<file path="src/hdl/modem_pkg.sv">
/*
  Constants, register map and carrier types for the dual-port modem
  handshake block.
  Assumes a single 10 MHz clock domain and an 8-bit register port.
*/
package modem_pkg;

  // ----------------------------------------------------------------
  // Sizes
  // ----------------------------------------------------------------
  localparam int ADDR_W = 4;
  localparam int DATA_W = 8;
  localparam int PORT_N = 2;
  localparam int LINE_N = 4;
  localparam int CLK_PERIOD_NS = 100;

  // ----------------------------------------------------------------
  // Register offsets (per-port block of four, then shared registers)
  // ----------------------------------------------------------------
  localparam logic [ADDR_W-1:0] PORT_STRIDE = 4'h4;
  localparam logic [ADDR_W-1:0] CTL_OFF = 4'h0;
  localparam logic [ADDR_W-1:0] IER_OFF = 4'h1;
  localparam logic [ADDR_W-1:0] STS_OFF = 4'h2;
  localparam logic [ADDR_W-1:0] IR_CTRL_OFF = 4'h8;
  localparam logic [ADDR_W-1:0] INT_STAT_OFF = 4'h9;
  localparam logic [ADDR_W-1:0] INT_MASK_OFF = 4'hA;

  // ----------------------------------------------------------------
  // Field positions
  // ----------------------------------------------------------------
  localparam int CTL_DTR_BIT = 0;
  localparam int CTL_RTS_BIT = 1;
  localparam int CTL_LOOP_BIT = 4;
  localparam int IER_MODEM_BIT = 3;
  localparam int IR_SEL_BIT = 0;
  localparam int STS_DELTA_LSB = 0;
  localparam int STS_LEVEL_LSB = 4;

  // ----------------------------------------------------------------
  // Reset values and writable masks
  // ----------------------------------------------------------------
  localparam logic [DATA_W-1:0] CTL_RST = 8'h00;
  localparam logic [DATA_W-1:0] IER_RST = 8'h00;
  localparam logic [DATA_W-1:0] IR_CTRL_RST = 8'h00;
  localparam logic [DATA_W-1:0] INT_MASK_RST = 8'h00;
  localparam logic [DATA_W-1:0] CTL_WMASK = 8'h13;
  localparam logic [DATA_W-1:0] IER_WMASK = 8'h08;
  localparam logic [DATA_W-1:0] IR_CTRL_WMASK = 8'h01;
  localparam logic [DATA_W-1:0] INT_WMASK = 8'h03;
  localparam logic [DATA_W-1:0] READ_ZERO = 8'h00;
  localparam logic [LINE_N-1:0] LINE_IDLE = 4'hF;
  localparam logic [LINE_N-1:0] DELTA_NONE = 4'h0;
  localparam logic [PORT_N*LINE_N-1:0] SYNC_IDLE = 8'hFF;

  // ----------------------------------------------------------------
  // Carrier types
  // ----------------------------------------------------------------
  // Member order matches the status bits: cts lowest, dcd highest
  typedef struct packed {
    logic dcd;
    logic ri;
    logic dsr;
    logic cts;
  } modem_in_t;

  typedef struct packed {
    logic [ADDR_W-1:0] addr;
    logic [DATA_W-1:0] wdata;
    logic wr;
    logic rd;
  } bus_req_t;

endpackage

</file>
<file path="src/hdl/modem_line_sync.sv">
/*
  Two-stage synchroniser bank for the modem status input pins.
  Assumes the pins are asynchronous to clk_i and idle high.
*/
`timescale 1ns/1ps
`default_nettype none
module modem_line_sync
  import modem_pkg::*;
(
  // Clock and reset
  input wire logic clk_i,
  input wire logic sys_rst_i,
  // Pins and synchronised levels
  input wire logic [PORT_N*LINE_N-1:0] async_i,
  output logic [PORT_N*LINE_N-1:0] sync_o
);

  logic [PORT_N*LINE_N-1:0] meta_reg;

  // First stage feeds only the second
  always_ff @(posedge clk_i or posedge sys_rst_i)
  begin
    if (sys_rst_i)
    begin
      meta_reg <= SYNC_IDLE;
      sync_o <= SYNC_IDLE;
    end
    else
    begin
      meta_reg <= async_i;
      sync_o <= meta_reg;
    end
  end

endmodule
`default_nettype wire

</file>
<file path="src/hdl/serial_pin_select.sv">
/*
  Output selector for the shared secondary transmit pin.
  Assumes both data streams are produced on clk_i.
*/
`timescale 1ns/1ps
`default_nettype none
module serial_pin_select
(
  // Clock and reset
  input wire logic clk_i,
  input wire logic sys_rst_i,
  // Stream selection and data
  input wire logic ir_mode_i,
  input wire logic serial_i,
  input wire logic infrared_i,
  // Pin
  output logic pin_o
);

  // Idle mark level until the first stream bit arrives
  always_ff @(posedge clk_i or posedge sys_rst_i)
  begin
    if (sys_rst_i)
    begin
      pin_o <= 1'b1;
    end
    else
    begin
      pin_o <= ir_mode_i ? infrared_i : serial_i; // RULE13
    end
  end

endmodule
`default_nettype wire

</file>
<file path="src/hdl/uart_modem_handshake.sv">
/*
  Modem handshake logic for two serial ports: control outputs, status
  inputs with change flags, per-port and summary interrupts, and the
  shared secondary transmit pin.
  Assumes a CPU register port on clk_i with one-cycle strobes and
  modem pins asynchronous to clk_i.
*/
// Design decisions made here: the register offsets and strobed register access.
`timescale 1ns/1ps
`default_nettype none

// Behaviour
// RULE1: request-to-send pin is inverted control bit 1
// RULE2: terminal-ready pin is inverted control bit 0
// RULE3: reset drives both handshake pins high
// RULE4: loopback forces both handshake pins high
// RULE5: status bit 4 is inverted clear-to-send
// RULE6: status bit 5 is inverted set-ready
// RULE7: status bit 7 is inverted carrier
// RULE8: clear-to-send change sets status bit 0
// RULE9: set-ready change sets status bit 1
// RULE10: carrier change sets status bit 3
// RULE11: enable bit 3 raises interrupt on change
// RULE12: clear-to-send never gates the transmitter
// RULE13: secondary pin carries serial or infrared data
// RULE14: status bit 6 inverted ring, bit 2 change
// RULE15: status read clears the four change flags
module uart_modem_handshake
  import modem_pkg::*;
(
  // Clock and reset
  input wire logic clk_i,
  input wire logic sys_rst_i,
  // Register port
  input wire logic [ADDR_W-1:0] addr_i,
  input wire logic [DATA_W-1:0] wdata_i,
  input wire logic wr_i,
  input wire logic rd_i,
  output logic [DATA_W-1:0] rdata_o,
  // Primary modem inputs, active low
  input wire logic primary_clear_to_send_in_n_i,
  input wire logic primary_set_ready_in_n_i,
  input wire logic primary_carrier_in_n_i,
  input wire logic primary_ring_in_n_i,
  // Secondary modem inputs, active low
  input wire logic secondary_clear_to_send_in_n_i,
  input wire logic secondary_set_ready_in_n_i,
  input wire logic secondary_carrier_in_n_i,
  input wire logic secondary_ring_in_n_i,
  // Modem control outputs, active low
  output logic primary_send_request_out_n_o,
  output logic primary_terminal_ready_out_n_o,
  output logic secondary_send_request_out_n_o,
  output logic secondary_terminal_ready_out_n_o,
  // Transmit streams from the framers
  input wire logic secondary_tx_data_i,
  input wire logic infrared_tx_data_i,
  output logic secondary_serial_out_o,
  // Loopback indication to the framers
  output logic primary_loopback_o,
  output logic secondary_loopback_o,
  // Interrupts
  output logic primary_port_irq_o,
  output logic secondary_port_irq_o,
  output logic irq_o
);

  // ----------------------------------------------------------------
  // Decode helpers
  // ----------------------------------------------------------------
  function automatic logic [ADDR_W-1:0] port_addr(input int port, input logic [ADDR_W-1:0] off);
    port_addr = off + PORT_STRIDE * port[ADDR_W-1:0];
  endfunction

  function automatic logic wr_hit(input bus_req_t r, input logic [ADDR_W-1:0] a);
    wr_hit = r.wr && (r.addr == a);
  endfunction

  function automatic logic rd_hit(input bus_req_t r, input logic [ADDR_W-1:0] a);
    rd_hit = r.rd && (r.addr == a);
  endfunction

  // Status byte: inverted levels on top, change flags below
  function automatic logic [DATA_W-1:0] status_byte(input modem_in_t lvl, input logic [LINE_N-1:0] delta);
    status_byte = {~lvl, delta}; // RULE5 RULE6 RULE7 RULE14
  endfunction

  // ----------------------------------------------------------------
  // Declarations
  // ----------------------------------------------------------------
  bus_req_t req;
  logic [PORT_N*LINE_N-1:0] pin_vec;
  logic [PORT_N*LINE_N-1:0] sync_vec;
  modem_in_t [PORT_N-1:0] line_q;
  modem_in_t [PORT_N-1:0] prev_reg;
  logic [PORT_N-1:0][LINE_N-1:0] change;
  logic [PORT_N-1:0][LINE_N-1:0] delta_reg;
  logic [PORT_N-1:0][LINE_N-1:0] delta_next;
  logic [PORT_N-1:0][DATA_W-1:0] ctl_reg;
  logic [PORT_N-1:0][DATA_W-1:0] ier_reg;
  logic [PORT_N-1:0] sts_rd;
  logic [PORT_N-1:0] port_irq_next;
  logic [DATA_W-1:0] ir_ctrl_reg;
  logic [DATA_W-1:0] int_stat_reg;
  logic [DATA_W-1:0] int_stat_next;
  logic [DATA_W-1:0] int_mask_reg;
  logic [DATA_W-1:0] int_event;
  logic [DATA_W-1:0] rdata_next;

  assign req = '{addr: addr_i, wdata: wdata_i, wr: wr_i, rd: rd_i};

  // ----------------------------------------------------------------
  // Input synchronisation
  // ----------------------------------------------------------------
  assign pin_vec = {secondary_carrier_in_n_i, secondary_ring_in_n_i,
                    secondary_set_ready_in_n_i, secondary_clear_to_send_in_n_i,
                    primary_carrier_in_n_i, primary_ring_in_n_i,
                    primary_set_ready_in_n_i, primary_clear_to_send_in_n_i};

  modem_line_sync u_sync (
    .clk_i(clk_i),
    .sys_rst_i(sys_rst_i),
    .async_i(pin_vec),
    .sync_o(sync_vec)
  );

  assign line_q = sync_vec;

  // ----------------------------------------------------------------
  // Change detection
  // ----------------------------------------------------------------
  // Either direction counts, so a short glitch pair is still seen
  always_ff @(posedge clk_i or posedge sys_rst_i)
  begin
    if (sys_rst_i)
    begin
      for (int p = 0; p < PORT_N; p++)
      begin
        prev_reg[p] <= LINE_IDLE;
      end
    end
    else
    begin
      prev_reg <= line_q;
    end
  end

  always_comb
  begin
    for (int p = 0; p < PORT_N; p++)
    begin
      change[p] = prev_reg[p] ^ line_q[p]; // RULE8 RULE9 RULE10 RULE14
      sts_rd[p] = rd_hit(req, port_addr(p, STS_OFF));
      // A change in the read cycle survives the clear
      delta_next[p] = (sts_rd[p] ? DELTA_NONE : delta_reg[p]) | change[p]; // RULE15
      port_irq_next[p] = ier_reg[p][IER_MODEM_BIT] && (|delta_next[p]); // RULE11
    end
  end

  always_ff @(posedge clk_i or posedge sys_rst_i)
  begin
    if (sys_rst_i)
    begin
      for (int p = 0; p < PORT_N; p++)
      begin
        delta_reg[p] <= DELTA_NONE;
      end
    end
    else
    begin
      delta_reg <= delta_next;
    end
  end

  // ----------------------------------------------------------------
  // Per-port control registers
  // ----------------------------------------------------------------
  always_ff @(posedge clk_i or posedge sys_rst_i)
  begin
    if (sys_rst_i)
    begin
      for (int p = 0; p < PORT_N; p++)
      begin
        ctl_reg[p] <= CTL_RST;
        ier_reg[p] <= IER_RST;
      end
    end
    else
    begin
      for (int p = 0; p < PORT_N; p++)
      begin
        if (wr_hit(req, port_addr(p, CTL_OFF)))
        begin
          ctl_reg[p] <= req.wdata & CTL_WMASK;
        end
        if (wr_hit(req, port_addr(p, IER_OFF)))
        begin
          ier_reg[p] <= req.wdata & IER_WMASK;
        end
      end
    end
  end

  // ----------------------------------------------------------------
  // Handshake outputs
  // ----------------------------------------------------------------
  always_ff @(posedge clk_i or posedge sys_rst_i)
  begin
    if (sys_rst_i)
    begin
      primary_send_request_out_n_o <= 1'b1; // RULE3
      primary_terminal_ready_out_n_o <= 1'b1; // RULE3
      secondary_send_request_out_n_o <= 1'b1; // RULE3
      secondary_terminal_ready_out_n_o <= 1'b1; // RULE3
    end
    else
    begin
      primary_send_request_out_n_o <= ctl_reg[0][CTL_LOOP_BIT] || !ctl_reg[0][CTL_RTS_BIT]; // RULE1 RULE4
      primary_terminal_ready_out_n_o <= ctl_reg[0][CTL_LOOP_BIT] || !ctl_reg[0][CTL_DTR_BIT]; // RULE2 RULE4
      secondary_send_request_out_n_o <= ctl_reg[1][CTL_LOOP_BIT] || !ctl_reg[1][CTL_RTS_BIT]; // RULE1 RULE4
      secondary_terminal_ready_out_n_o <= ctl_reg[1][CTL_LOOP_BIT] || !ctl_reg[1][CTL_DTR_BIT]; // RULE2 RULE4
    end
  end

  always_ff @(posedge clk_i or posedge sys_rst_i)
  begin
    if (sys_rst_i)
    begin
      primary_loopback_o <= 1'b0;
      secondary_loopback_o <= 1'b0;
    end
    else
    begin
      primary_loopback_o <= ctl_reg[0][CTL_LOOP_BIT];
      secondary_loopback_o <= ctl_reg[1][CTL_LOOP_BIT];
    end
  end

  // ----------------------------------------------------------------
  // Secondary transmit pin
  // ----------------------------------------------------------------
  always_ff @(posedge clk_i or posedge sys_rst_i)
  begin
    if (sys_rst_i)
    begin
      ir_ctrl_reg <= IR_CTRL_RST;
    end
    else if (wr_hit(req, IR_CTRL_OFF))
    begin
      ir_ctrl_reg <= req.wdata & IR_CTRL_WMASK;
    end
  end

  // Data is registered once and never gated; clear-to-send only feeds status
  serial_pin_select u_txsel (
    .clk_i(clk_i),
    .sys_rst_i(sys_rst_i),
    .ir_mode_i(ir_ctrl_reg[IR_SEL_BIT]),
    .serial_i(secondary_tx_data_i), // RULE12
    .infrared_i(infrared_tx_data_i),
    .pin_o(secondary_serial_out_o)
  );

  // ----------------------------------------------------------------
  // Interrupt summary
  // ----------------------------------------------------------------
  always_comb
  begin
    int_event = READ_ZERO;
    for (int p = 0; p < PORT_N; p++)
    begin
      int_event[p] = |change[p];
    end
    // Set wins over the read clear
    int_stat_next = (rd_hit(req, INT_STAT_OFF) ? READ_ZERO : int_stat_reg) | int_event;
  end

  always_ff @(posedge clk_i or posedge sys_rst_i)
  begin
    if (sys_rst_i)
    begin
      int_stat_reg <= READ_ZERO;
      int_mask_reg <= INT_MASK_RST;
    end
    else
    begin
      int_stat_reg <= int_stat_next;
      if (wr_hit(req, INT_MASK_OFF))
      begin
        int_mask_reg <= req.wdata & INT_WMASK;
      end
    end
  end

  always_ff @(posedge clk_i or posedge sys_rst_i)
  begin
    if (sys_rst_i)
    begin
      irq_o <= 1'b0;
      primary_port_irq_o <= 1'b0;
      secondary_port_irq_o <= 1'b0;
    end
    else
    begin
      irq_o <= |(int_stat_next & int_mask_reg);
      primary_port_irq_o <= port_irq_next[0]; // RULE11
      secondary_port_irq_o <= port_irq_next[1]; // RULE11
    end
  end

  // ----------------------------------------------------------------
  // Read path
  // ----------------------------------------------------------------
  always_comb
  begin
    rdata_next = READ_ZERO;
    if (req.rd)
    begin
      for (int p = 0; p < PORT_N; p++)
      begin
        if (req.addr == port_addr(p, CTL_OFF))
        begin
          rdata_next = ctl_reg[p];
        end
        if (req.addr == port_addr(p, IER_OFF))
        begin
          rdata_next = ier_reg[p];
        end
        if (req.addr == port_addr(p, STS_OFF))
        begin
          rdata_next = status_byte(line_q[p], delta_reg[p]); // RULE5 RULE6 RULE7
        end
      end
      if (req.addr == IR_CTRL_OFF)
      begin
        rdata_next = ir_ctrl_reg;
      end
      if (req.addr == INT_STAT_OFF)
      begin
        rdata_next = int_stat_reg;
      end
      if (req.addr == INT_MASK_OFF)
      begin
        rdata_next = int_mask_reg;
      end
    end
  end

  // Data stand only in the cycle after the strobe
  always_ff @(posedge clk_i or posedge sys_rst_i)
  begin
    if (sys_rst_i)
    begin
      rdata_o <= READ_ZERO;
    end
    else
    begin
      rdata_o <= rdata_next;
    end
  end

endmodule
`default_nettype wire

</file>
<file path="config.mk">
export PLATFORM = sky130hd
export DESIGN_NAME = uart_modem_handshake
export DESIGN_NICKNAME = d
export VERILOG_FILES = /design/src/hdl/modem_pkg.sv /design/src/hdl/modem_line_sync.sv /design/src/hdl/serial_pin_select.sv /design/src/hdl/uart_modem_handshake.sv
export SDC_FILE = /design/constraint.sdc
export NUM_CORES = 1
export LEC_CHECK = 0
export ABC_AREA = 1
export CAP_MARGIN = 15
export CELL_PAD_IN_SITES_DETAIL_PLACEMENT = 1
export CELL_PAD_IN_SITES_GLOBAL_PLACEMENT = 2
export CORE_MARGIN = 2
export CORE_UTILIZATION = 30
export DETAILED_ROUTE_END_ITERATION = 8
export DONT_BUFFER_PORTS = 1
export PLACE_DENSITY = 0.71
export SYNTH_ARGS = -nofsm -noshare
export SYNTH_HDL_FRONTEND = slang
export SYNTH_HIERARCHICAL = 1
export SYNTH_SLANG_ARGS = --single-unit
</file>
<file path="constraint.sdc">
create_clock -name clk_i -period 2.9 [get_ports clk_i]
set_input_delay 0.87 -clock clk_i [delete_from_list [all_inputs] [get_ports clk_i]]
set_output_delay 0.87 -clock clk_i [all_outputs]
set_load 0.01 [all_outputs]
</file>
==> reports/metrics.cfg <==
[clock_network]
cts-buffers-inserted=9
clkLatencyLatePin_ns=0.34
ctsResizeCount=0
cts_max_level=3
root_buffer=clkbuf_8
clock_path_buffers=2
post_cts_buffers=0
cts_tree=yes
clk_pin_slew_worst_paths_ns=0.08
cts-hold-fix-buffers=0
clock-sinks=63

[power_and_ir_drop]
p_leak_nw=1.21
intPower_mw=1.35
clkPwrFrac=0.369
p_seq_frac=0.560
ir_drop_v=0.000293
sw_frac_of_total=0.283
p_per_area_nw_per_um2=695
p_sw_uw=534
power_frac_comb=0.071

[final_layout]
drive_gt1_frac=0.247
final_common_cell=nand2_1
diodes=0
nets=268
fill_cells=909
final_cell_mix=nand2_1 (65), dfrtp_1 (34), dfstp_2 (29)
layout.cells.non_filler=349
areaGrowthSynthToFinish_pct=12.8

[placement]
portBuffers=0
dp_cells=333
gp_congestion=0.721
dp_slack_ns=0.986
dp_hpwl_um=3700

[floorplanning]
core_area_sq_um=7770
dieWidth_um=93.6
rows=32
io_pins=44
floorplan.initialDensity=0.310
dieArea_sq_um=8770
die_y_um=93.6

[sta]
final.min_clock_period_ns=1.76
clock.fmax_mhz=568
finalCritPeriodShare=0.607
fin_skew_ns=0.0120
maxSlewHeadroom=0.374
setup_slack_ns=1.14
finalHoldViolations=0
rsz0062_at_grt=no
tightest_slew_ns=0.937
final_max_slew_viol_count=0
finalSetupViolCount=0
tns_ns=0

[logic_synthesis]
ys_seq_area_frac=0.669
synthCells=231
synth-seq-cells=63
syn_avg_cell_area_sq_um=10.4
synth_area_sq_um=2410
yosysWarningCount=6
syn_nets=257
synth_cell_types=23

[detailed_routing]
antenna_left=0
wirelength_um=5070
num_vias=1522
routed_via_density=4.36
drt_iter0_drc=37
route.detailed.drc=0
first_pass_iters=4
wl_per_cell_um=14.5

[job]
drv_cap=0

[hold_path]
hold_start=u_sync/meta_reg[1]
hold_class=reg2reg
worstHoldEndpoint=u_sync/sync_o[1]
worstHoldPathCells=0

[global_routing]
grt_pass1_wl_um=8250
grt_pass1_vias=1637
grt-ovfl-total=0
grt_use_total=0.129
antenna_found_initial=0
grt_max_degree=46

[setup_path]
r2r_end=irq_o
end_kind=output port
startpoint_type=flop
cp_data_arrival_time_ns=0.89
timing.rr.start=u_sync/sync_o[2]
r2r_cells=5
path_max_fanout=1
crit_required_ns=2.03
r2r_setup_slack_ns=1.64
crit_type=reg2out

[run_status]
status=completed

-- metrics by stage --
step / cell area [sq um] / power [mW] / util / hold slack (ns)
after global routing: 2720 / 1.99 / 0.350 / 0.363
final: 2720 / 1.89 / 0.350 / 0.357
after detailed placement: 2540 / 1.21 / 0.327 / 0.347
after global placement: 2540 / 1.21 / 0.327 / 0.346
after floorplan: 2410 / 1.16 / - / 0.345
after CTS: 2720 / 1.92 / 0.350 / 0.359
-- synth_stat cells --
cell type  instances  share of area
inv_1             27          0.042
nor3_1             1         0.0021
nor2_2             2         0.0052
xnor2_1            8          0.029
dfstp_2           29           0.32
a21oi_1            5          0.010
o21a_1             2         0.0062
a41oi_1            1         0.0036
nor2_1            13          0.020
nand4_1            4          0.010
nand3_1           11          0.023
nand2_1           65           0.10
nor2_4             4          0.019
and2_1             2         0.0052
dfrtp_1           34           0.35
nand2_2            1         0.0026
inv_2              4         0.0062
o22ai_1            3         0.0078
and3_2             1         0.0031
nand3_2            2         0.0083
buf_2              1         0.0021
o21ai_0           10          0.021
or2_0              1         0.0026
-- how the worst max path moves through the flow --
| stage | endpoint | cells after the start | from |
|---|---|---|---|
| final | secondary_send_request_out_n_o | 0 | secondary_send_request_out_n_o |
| after global routing | secondary_send_request_out_n_o | 0 | secondary_send_request_out_n_o |
| after CTS | secondary_send_request_out_n_o | 0 | secondary_send_request_out_n_o |
| after detailed placement | rdata_o[5] | 7 | addr_i[2] |
| after global placement | primary_port_irq_o | 6 | addr_i[3] |
| after floorplan | ctl_reg[0] | 1 | sys_rst_i |
-- final cells by class --
class                           count  area (sq um)  share of cell area
Sequential cell                    63          1610               0.593
Inverter                           31           116              0.0428
Tap cell                          102           128              0.0469
Clock inverter                      7          55.1              0.0202
Multi-Input combinational cell    136           676               0.249
Timing Repair Buffer                1          7.51             0.00276
Clock buffer                        9           124              0.0456
-- metal layers --
layer,wire length (um),up-vias,part of all wire,track usage
met2,2270,34,0.45,0.199
met3,237,9,0.047,0.0363
met4,97,0,0.019,0.0652
met1,2460,738,0.48,0.167
met5,0,-,0,0
li1,-,741,-,-
-- power by group through the flow --
stage | clock network [mW] | logic [mW] | registers, mW
floorplan | 0 | 0.106 | 1.06
global placement | 0 | 0.135 | 1.07
CTS | 0.725 | 0.138 | 1.06
finish | 0.698 | 0.134 | 1.06
detailed placement | 0 | 0.138 | 1.08
global route | 0.764 | 0.159 | 1.07
-- cells by family (layout without fill, tap and decap cells) --
| family | count (synthesis) | in the layout | share of synthesized area |
|---|---|---|---|
| AO/OA/AOI/OAI | 21 | 21 | 0.0488 |
| AND/OR/NAND/NOR | 107 | 107 | 0.202 |
| XOR/XNOR | 8 | 8 | 0.0291 |
| buffers and inverters | 32 | 48 | 0.0504 |
| flip-flops | 63 | 63 | 0.669 |
Power figures use the tool's default switching activity.
